**src/verilog/vbms_regs.svh**
```systemverilog
// Constants of the velocity band mode switch: widths, hysteresis shifts, angle decode, reset and forced values
`ifndef VBMS_REGS_SVH
`define VBMS_REGS_SVH

// ----------------------------------------------------------------------------
// Widths
// ----------------------------------------------------------------------------
`define VBMS_STEP_W        20
`define VBMS_POS_W         10
`define VBMS_CUR_W         9
`define VBMS_CFG4_W        4
`define VBMS_SCALE_W       5

// ----------------------------------------------------------------------------
// Hysteresis shifts, angle decode, reset and forced values
// ----------------------------------------------------------------------------
`define VBMS_HYST_SH_COARSE 5'd4
`define VBMS_HYST_SH_FINE   5'd5
`define VBMS_ANGLE_FRAC_W   8
`define VBMS_ANGLE_45       8'h80
`define VBMS_RST_STEP       20'hfffff
`define VBMS_FORCE_CHM      1'b1
`define VBMS_FORCE_FD       4'h0
`define VBMS_FORCE_SYNC     4'h0

`endif
```
**src/verilog/vbms_pkg.sv**
```systemverilog
// Types shared by the velocity band mode switch
package vbms_pkg;

  // --------------------------------------------------------------------------
  // Velocity band, slowest to fastest
  // --------------------------------------------------------------------------
  typedef enum logic [1:0] {
    vbms_band_slow = 2'b00,
    vbms_band_cool = 2'b01,
    vbms_band_high = 2'b10
  } vbms_band_t;

endpackage : vbms_pkg

```
**src/verilog/vbms_band_cmp.sv**
```systemverilog
// Threshold comparator with hysteresis on the upper velocity threshold
`timescale 1ns/100ps
`include "vbms_regs.svh"

module vbms_band_cmp
  import vbms_pkg::*;
#(
  parameter int STEP_W = `VBMS_STEP_W
) (
  input  wire logic              clk_i,
  input  wire logic              sys_rst_i,
  input  wire logic [STEP_W-1:0] measured_step_period_i,
  input  wire logic              step_valid_i,
  input  wire logic [STEP_W-1:0] lower_velocity_threshold_i,
  input  wire logic [STEP_W-1:0] high_velocity_threshold_i,
  input  wire logic              small_hyst_i,
  output logic                   lower_hit_o,
  output logic                   high_hit_o
);

  initial begin
    if (STEP_W < 6) $error("STEP_W too narrow for the hysteresis shift");
  end

  // --------------------------------------------------------------------------
  // Scaled period: p - p/2^sh - 1, floored at zero
  // --------------------------------------------------------------------------
  function automatic logic [STEP_W-1:0] hyst_scale(input logic [STEP_W-1:0] p,
                                                   input logic            fine);
    logic [STEP_W-1:0] part;
    part = fine ? (p >> `VBMS_HYST_SH_FINE) : (p >> `VBMS_HYST_SH_COARSE);
    if (p == '0) begin
      hyst_scale = '0;
    end else begin
      hyst_scale = p - part - {{(STEP_W-1){1'b0}}, 1'b1};
    end
  endfunction : hyst_scale

  logic [STEP_W-1:0] scaled;
  assign scaled = hyst_scale(measured_step_period_i, small_hyst_i); // [RQ9] [RQ10]

  // Lower threshold on the raw period, re-evaluated per measurement
  always_ff @(posedge clk_i or posedge sys_rst_i) begin
    if (sys_rst_i) begin
      lower_hit_o <= 1'b0;
    end else if (step_valid_i) begin
      lower_hit_o <= lower_velocity_threshold_i >= measured_step_period_i; // [RQ2] [RQ14]
    end
  end

  // Upper threshold: once inside, the slightly shortened period keeps us there
  always_ff @(posedge clk_i or posedge sys_rst_i) begin
    if (sys_rst_i) begin
      high_hit_o <= 1'b0;
    end else if (step_valid_i) begin
      high_hit_o <= high_hit_o ? (scaled <= high_velocity_threshold_i)   // [RQ9]
                               : (measured_step_period_i <= high_velocity_threshold_i);
    end
  end
endmodule : vbms_band_cmp

```
**src/verilog/vbms_mode_switch.sv**
```systemverilog
// Velocity band mode switch: selects current scaling, chopper and step mode per velocity band
`timescale 1ns/100ps
`include "vbms_regs.svh"

// Behaviour
// RQ1: Between thresholds, adaptive current allowed if enabled; quiet chopper off.
// RQ2: Lower threshold >= period: stop-on-stall and stall output active if enabled.
// RQ3: Period <= high threshold: no adaptive current, normal scale, quiet chopper off.
// RQ4: High band with chopper switch: chopper mode one, fast decay time zero.
// RQ5: High band with chopper switch: synchronisation forced to zero.
// RQ6: High band with fullstep option: fullstep, speed-based stall detection.
// RQ7: Fullstep entry and exit happen only at a 45 degree position.
// RQ8: In fullstep the coil target is the table value at 45 degrees.
// RQ9: Upper compare uses period*15/16-1 or *31/32-1; lower uses raw period.
// RQ10: Hysteresis select low gives one sixteenth, high gives one thirty-second.
// RQ11: Chopper switch active at high velocity doubles the off-time value.
// RQ12: Both options may be active together; without switch chopper mode unchanged.
// RQ13: Quiet chopper enable acts only where the velocity band permits.
// RQ14: Period and thresholds are 20-bit; compared on every new measurement.
module vbms_mode_switch
  import vbms_pkg::*;
#(
  parameter int STEP_W  = `VBMS_STEP_W,
  parameter int POS_W   = `VBMS_POS_W,
  parameter int CUR_W   = `VBMS_CUR_W,
  parameter int SCALE_W = `VBMS_SCALE_W
) (
  input  wire logic                    clk_i,
  input  wire logic                    sys_rst_i,
  // Measurement and thresholds
  input  wire logic [STEP_W-1:0]       measured_step_period_i,
  input  wire logic                    step_valid_i,
  input  wire logic [STEP_W-1:0]       lower_velocity_threshold_i,
  input  wire logic [STEP_W-1:0]       high_velocity_threshold_i,
  input  wire logic                    small_hyst_i,
  // Feature configuration
  input  wire logic                    adaptive_current_en_i,
  input  wire logic                    quiet_pwm_en_i,
  input  wire logic                    stall_stop_en_i,
  input  wire logic                    stall_out_en_i,
  input  wire logic                    high_vel_fullstep_en_i,
  input  wire logic                    high_vel_chopper_sw_en_i,
  // Chopper configuration
  input  wire logic                    chopper_mode_cfg_i,
  input  wire logic [`VBMS_CFG4_W-1:0] fast_decay_time_cfg_i,
  input  wire logic [`VBMS_CFG4_W-1:0] sync_cfg_i,
  input  wire logic [`VBMS_CFG4_W-1:0] off_time_cfg_i,
  // Current scale and microstep sequencer
  input  wire logic [SCALE_W-1:0]      normal_scale_i,
  input  wire logic [SCALE_W-1:0]      adaptive_scale_i,
  input  wire logic [POS_W-1:0]        microstep_pos_i,
  input  wire logic [CUR_W-1:0]        table_current_a_i,
  input  wire logic [CUR_W-1:0]        table_current_b_i,
  // Stall detectors
  input  wire logic                    stall_load_i,
  input  wire logic                    stall_speed_i,
  // Results
  output logic [1:0]                   band_o,
  output logic                         adaptive_current_allow_o,
  output logic [SCALE_W-1:0]           current_scale_o,
  output logic                         quiet_pwm_o,
  output logic                         stall_stop_active_o,
  output logic                         stall_o,
  output logic                         stall_speed_sel_o,
  output logic                         fullstep_o,
  output logic [CUR_W-1:0]             coil_a_target_o,
  output logic [CUR_W-1:0]             coil_b_target_o,
  output logic                         chopper_mode_o,
  output logic [`VBMS_CFG4_W-1:0]      fast_decay_time_o,
  output logic [`VBMS_CFG4_W-1:0]      sync_o,
  output logic [`VBMS_CFG4_W:0]        off_time_o
);

  // --------------------------------------------------------------------------
  // Elaboration checks
  // --------------------------------------------------------------------------
  initial begin
    if (STEP_W != `VBMS_STEP_W) $error("step period width must stay 20 bits");
    if (POS_W < `VBMS_ANGLE_FRAC_W + 2) $error("POS_W too narrow for 45 degree decode");
    if (CUR_W < 1 || SCALE_W < 1) $error("current and scale widths must be positive");
  end

  // --------------------------------------------------------------------------
  // Band decision
  // --------------------------------------------------------------------------
  logic       lower_hit;
  logic       high_hit;
  vbms_band_t band_reg;
  vbms_band_t band_next;

  vbms_band_cmp #(
    .STEP_W (STEP_W)
  ) u_cmp (
    .clk_i                      (clk_i),
    .sys_rst_i                  (sys_rst_i),
    .measured_step_period_i     (measured_step_period_i),
    .step_valid_i               (step_valid_i),
    .lower_velocity_threshold_i (lower_velocity_threshold_i),
    .high_velocity_threshold_i  (high_velocity_threshold_i),
    .small_hyst_i               (small_hyst_i),
    .lower_hit_o                (lower_hit),
    .high_hit_o                 (high_hit)
  );

  // High band wins over the lower one whenever both thresholds are hit
  always_comb begin
    if (high_hit) begin
      band_next = vbms_band_high; // [RQ3]
    end else if (lower_hit) begin
      band_next = vbms_band_cool; // [RQ1]
    end else begin
      band_next = vbms_band_slow;
    end
  end

  always_ff @(posedge clk_i or posedge sys_rst_i) begin
    if (sys_rst_i) begin
      band_reg <= vbms_band_slow;
    end else begin
      band_reg <= band_next;
    end
  end

  logic in_high;
  logic in_cool;
  logic chsw_act;
  logic at_45;
  assign in_high  = (band_reg == vbms_band_high);
  assign in_cool  = (band_reg == vbms_band_cool);
  assign chsw_act = in_high && high_vel_chopper_sw_en_i; // [RQ4] [RQ12]
  assign at_45    = (microstep_pos_i[`VBMS_ANGLE_FRAC_W-1:0] == `VBMS_ANGLE_45); // [RQ7]

  // --------------------------------------------------------------------------
  // Current scaling and quiet chopper
  // --------------------------------------------------------------------------
  // Adaptive scaling only in the middle band; elsewhere normal scale
  always_ff @(posedge clk_i or posedge sys_rst_i) begin
    if (sys_rst_i) begin
      adaptive_current_allow_o <= 1'b0;
      current_scale_o          <= '0;
    end else begin
      adaptive_current_allow_o <= in_cool && adaptive_current_en_i; // [RQ1] [RQ3]
      current_scale_o          <= (in_cool && adaptive_current_en_i) ? adaptive_scale_i
                                                                     : normal_scale_i; // [RQ3]
    end
  end

  // Quiet chopper only below both thresholds, so mode follows the band
  always_ff @(posedge clk_i or posedge sys_rst_i) begin
    if (sys_rst_i) begin
      quiet_pwm_o <= 1'b0;
    end else begin
      quiet_pwm_o <= quiet_pwm_en_i && (band_reg == vbms_band_slow); // [RQ1] [RQ3] [RQ13]
    end
  end

  // --------------------------------------------------------------------------
  // Stall handling
  // --------------------------------------------------------------------------
  // Stall features follow the lower threshold in the high band too
  always_ff @(posedge clk_i or posedge sys_rst_i) begin
    if (sys_rst_i) begin
      stall_stop_active_o <= 1'b0;
      stall_o             <= 1'b0;
    end else begin
      stall_stop_active_o <= lower_hit && stall_stop_en_i; // [RQ2]
      stall_o             <= lower_hit && stall_out_en_i
                             && (fullstep_o ? stall_speed_i : stall_load_i); // [RQ2] [RQ6]
    end
  end

  // --------------------------------------------------------------------------
  // Fullstep switch
  // --------------------------------------------------------------------------
  // Changing mode away from 45 degrees would jump the coil currents
  always_ff @(posedge clk_i or posedge sys_rst_i) begin
    if (sys_rst_i) begin
      fullstep_o <= 1'b0;
    end else if (at_45) begin
      fullstep_o <= in_high && high_vel_fullstep_en_i; // [RQ6] [RQ7]
    end
  end

  assign stall_speed_sel_o = fullstep_o; // [RQ6]

  // Table value captured at each 45 degree point, held through fullstep
  logic [CUR_W-1:0] hold_current_reg;
  always_ff @(posedge clk_i or posedge sys_rst_i) begin
    if (sys_rst_i) begin
      hold_current_reg <= '0;
    end else if (at_45) begin
      hold_current_reg <= table_current_a_i; // [RQ8]
    end
  end

  // Coil targets: the table in microstep mode, the 45 degree value in fullstep
  always_ff @(posedge clk_i or posedge sys_rst_i) begin
    if (sys_rst_i) begin
      coil_a_target_o <= '0;
      coil_b_target_o <= '0;
    end else begin
      coil_a_target_o <= fullstep_o ? hold_current_reg : table_current_a_i; // [RQ8]
      coil_b_target_o <= fullstep_o ? hold_current_reg : table_current_b_i; // [RQ8]
    end
  end

  // --------------------------------------------------------------------------
  // Chopper overrides
  // --------------------------------------------------------------------------
  // Off-time doubled so the slow-decay chopper keeps its frequency
  always_ff @(posedge clk_i or posedge sys_rst_i) begin
    if (sys_rst_i) begin
      chopper_mode_o    <= 1'b0;
      fast_decay_time_o <= '0;
      sync_o            <= '0;
      off_time_o        <= '0;
    end else if (chsw_act) begin
      chopper_mode_o    <= `VBMS_FORCE_CHM;              // [RQ4]
      fast_decay_time_o <= `VBMS_FORCE_FD;               // [RQ4]
      sync_o            <= `VBMS_FORCE_SYNC;             // [RQ5]
      off_time_o        <= {off_time_cfg_i, 1'b0};       // [RQ11]
    end else begin
      chopper_mode_o    <= chopper_mode_cfg_i;           // [RQ12]
      fast_decay_time_o <= fast_decay_time_cfg_i;
      sync_o            <= sync_cfg_i;
      off_time_o        <= {1'b0, off_time_cfg_i};
    end
  end

  assign band_o = band_reg;
endmodule : vbms_mode_switch

```
**config.mk**
```make
export PLATFORM = sky130hd
export DESIGN_NAME = vbms_mode_switch
export DESIGN_NICKNAME = d
export VERILOG_FILES = /design/src/verilog/vbms_pkg.sv /design/src/verilog/vbms_band_cmp.sv /design/src/verilog/vbms_mode_switch.sv
export VERILOG_INCLUDE_DIRS = /design/src /design/src/verilog
export SDC_FILE = /design/constraint.sdc
export NUM_CORES = 1
export LEC_CHECK = 0
export BUFFER_PORTS_ARGS = -buffer_cell sky130_fd_sc_hd__buf_2
export CORE_ASPECT_RATIO = 0.7
export CORE_MARGIN = 2
export CORE_UTILIZATION = 30
export CTS_CLUSTER_DIAMETER = 100
export DETAILED_ROUTE_END_ITERATION = 16
export GPL_ROUTABILITY_DRIVEN = 1
export PLACE_DENSITY = 0.5
export SKIP_CTS_REPAIR_TIMING = 1
export SLEW_MARGIN = 30
export SYNTH_ARGS = -nofsm -noshare
export SYNTH_HDL_FRONTEND = slang
export SYNTH_HIERARCHICAL = 1
export SYNTH_SLANG_ARGS = --single-unit
```
**constraint.sdc**
```tcl
create_clock -name clk_i -period 2.3 [get_ports clk_i]
set_input_delay 0.23 -clock clk_i [delete_from_list [all_inputs] [get_ports clk_i]]
set_output_delay 0.23 -clock clk_i [all_outputs]
set_load 0.02 [all_outputs]
```
==> metrics <==
outcome finished with violations; failing checks negative setup slack; RSZ-0062 raised after global routing true; antenna fix cells 0; xor and xnor area share after synthesis 2.47%; clock latency on the worst-skew pair 0.29 ns; Seq/Total Area, Yosys 29.8%; Leakage 3.62 nW; Compound-Gate Fraction of Synth Area 15.8%; DP Cell Count 930; Post-Synth Adder-Cell Area 21.0%; placed inst area 6340 um^2; DRC violations left 0; total number of clock tree sinks 55; Max Root-Sink Buffers 2; Vert. Die Dim 108 um; Detailed Place HPWL 13200 um; Final Max Slew Viols 0; DIE WIDTH 152 um; top_reg_cell synth dfrtp_1; gr usage total 18.2%; HP Class primary input to flip-flop; post-synthesis simple-gate area fraction 15.1%; Area contributors post-synth dfrtp_1 (30%), ha_1 (21%), inv_1 (5.2%); Mapped Cells 499; Final nets 952; syn nets 699; Worst Setup Path Type primary input to flip-flop; hold_sp chopper_mode_cfg_i; largest family of logic cells by synthesized area adder cells; TritonCTS clock tree built; fin cells 948; IO Count 168; Worst EP arrival 3.60 ns; Reg clk slew, reported paths 0.06 ns; area leader, netlist dfrtp_1; Critical Path RT 2.46 ns; number of global-route vias before repair 4585; PortBufs 165; final antenna-violating net count 0; gp weighted congestion 0.907; Power per Cell Area 514 nW/um^2; Slew headroom 64.1%; Die Area 16400 um^2; synthesized area 4620 um^2; post-synthesis mux area share 9.24%; Worst setup SP type primary input; peak supply drop 0.274 mV; maxcap violations 0; Worst setup EP type flip-flop; first-pass GRT wire length 23600 um; Distinct cells, synth 58; post-route worst setup slack -1.14 ns; CTS root buf clkbuf_16; flops & latches, synth 55; area delta synth->final 44.6%; Hold WS 0.132 ns; via density per instance 4.80; total CTS buffers 5; # setup viols final 1; crit path max fanout 5; CP Launch Point small_hyst_i; fillers 1492; initial antenna violation count 0; Yosys top cell area share 29.8%; layout cells sized above 1 42.2%; Routed WL 15400 um; f_max 0.291 GHz; Hold Violations, Final 0; pin count of the biggest net entering global routing 32; DP Worst Slack -1.46 ns; R2R Path Start band_o[0]; number of flops mapped to enable cells by yosys 0; Initial Util 31.1%; worst-margin pin slew 0.537 ns; Pre-antenna DRT Iters 5; Core Footprint 14900 um^2; Synthesis Warnings 6; Vias 4553; Final min period 3.44 ns; Worst Clk Skew 0.00783 ns; row cnt 37; detailed router's first-iteration violation count 207; Util after Layout 45.0%; design area 6680 um^2; number of H-tree levels 2; final worst path period share 150%; fraction of registers with async set/reset 100%; DR WL/cell 16.2 um; mean post-synth cell area 9.25 um^2; grt ovf 0
-- per-stage QoR --
stage,total power [mW],TNS [ns]
finish,3.43,-1.14
CTS,3.40,-1.15
floorplan,1.99,-1.15
global route,3.67,-1.29
detailed placement,2.62,-1.46
global placement,2.58,-1.35
-- power by group --
group | switching (mW) | internal, mW | leakage [nW]
clock | 0.328 | 0.436 | 0.0741
combinational | 0.810 | 0.725 | 2.87
sequential | 0.0553 | 1.08 | 0.678
total | 1.19 | 2.24 | 3.62
-- cell usage in the layout (no fill, tap or decap), drive strengths merged, types with 3 or more instances in the layout --
master and count:
ha 76, nand2 31, and2 15, o21bai 4, xor2 8, nor2b 6, nor4 6, inv 64
mux2 23, a21oi 29, o21ai 33, clkbuf 8, nand4 14, xnor2 5, nor3 3, nand2b 4
nand3 9, nor2 26, a21o 16, a211oi 10, o211ai 5, nand3b 3, a31oi 3, mux2i 16
dfrtp 55, buf 256
-- synthesized netlist by cell type (all sizes together) (10+ instances only) --
cell	n
and2	15
a211oi	10
nand4	14
dfrtp	55
o21ai	33
inv	64
mux2	23
a21o	16
ha	76
nor2	26
nand2	31
mux2i	16
a21oi	29
-- worst max-delay path: stages --
cell and delay [ns]:
buf_12 0.11, mux2i_4 0.19, buf_4 0.15, fa_2 0.36, a21o_4 0.24, a311oi_4 0.34, nor4_4 0.09, and2_4 0.16
a211oi_4 0.23, mux2_4 0.34, ha_4 0.26, and4_4 0.21, nand4_1 0.14, nor3_2 0.23, a22oi_1 0.09, o211ai_1 0.10
a22oi_1 0.11
-- final cells by class --
cell class | count | area [um^2] | area share, %
repair buffers | 258 | 1590 | 23.8
clock buffers | 7 | 143 | 2.14
well taps | 195 | 244 | 3.65
multi-input cells | 368 | 3080 | 46.1
flip-flops and latches | 55 | 1380 | 20.6
inverters | 64 | 240 | 3.60
clock inverters | 1 | 8.76 | 0.131
-- logic make-up after synthesis --
kind of cell	Yosys count
fa+ha+maj	77
xor+xnor	13
compound gates	110
simple gates	129
buf+inv	76
mux	39
flops	55
-- final timing paths --
check / endpoint / slack (ns) / depth (start not counted)
min in group asynchronous: u_cmp/lower_hit_o / 0.38 / 3
max in group asynchronous: off_time_o[0] / 1.21 / 4
max reg2reg: off_time_o[1] / 0.85 / 2
max: u_cmp/high_hit_o / -1.14 / 17
min reg2reg: band_o[1] / 0.48 / 0
min: chopper_mode_o / 0.13 / 2
-- routing by layer --
layer | global-route usage (%) | vias to the layer above | part of all wire [%]
met2 | 28.9 | 95 | 44
met1 | 26.8 | 2174 | 50
met4 | 1.60 | 0 | 0.47
li1 | - | 2277 | -
met3 | 3.02 | 7 | 4.6
met5 | 0 | - | 0
No activity file was read; power rests on OpenSTA's default activity.
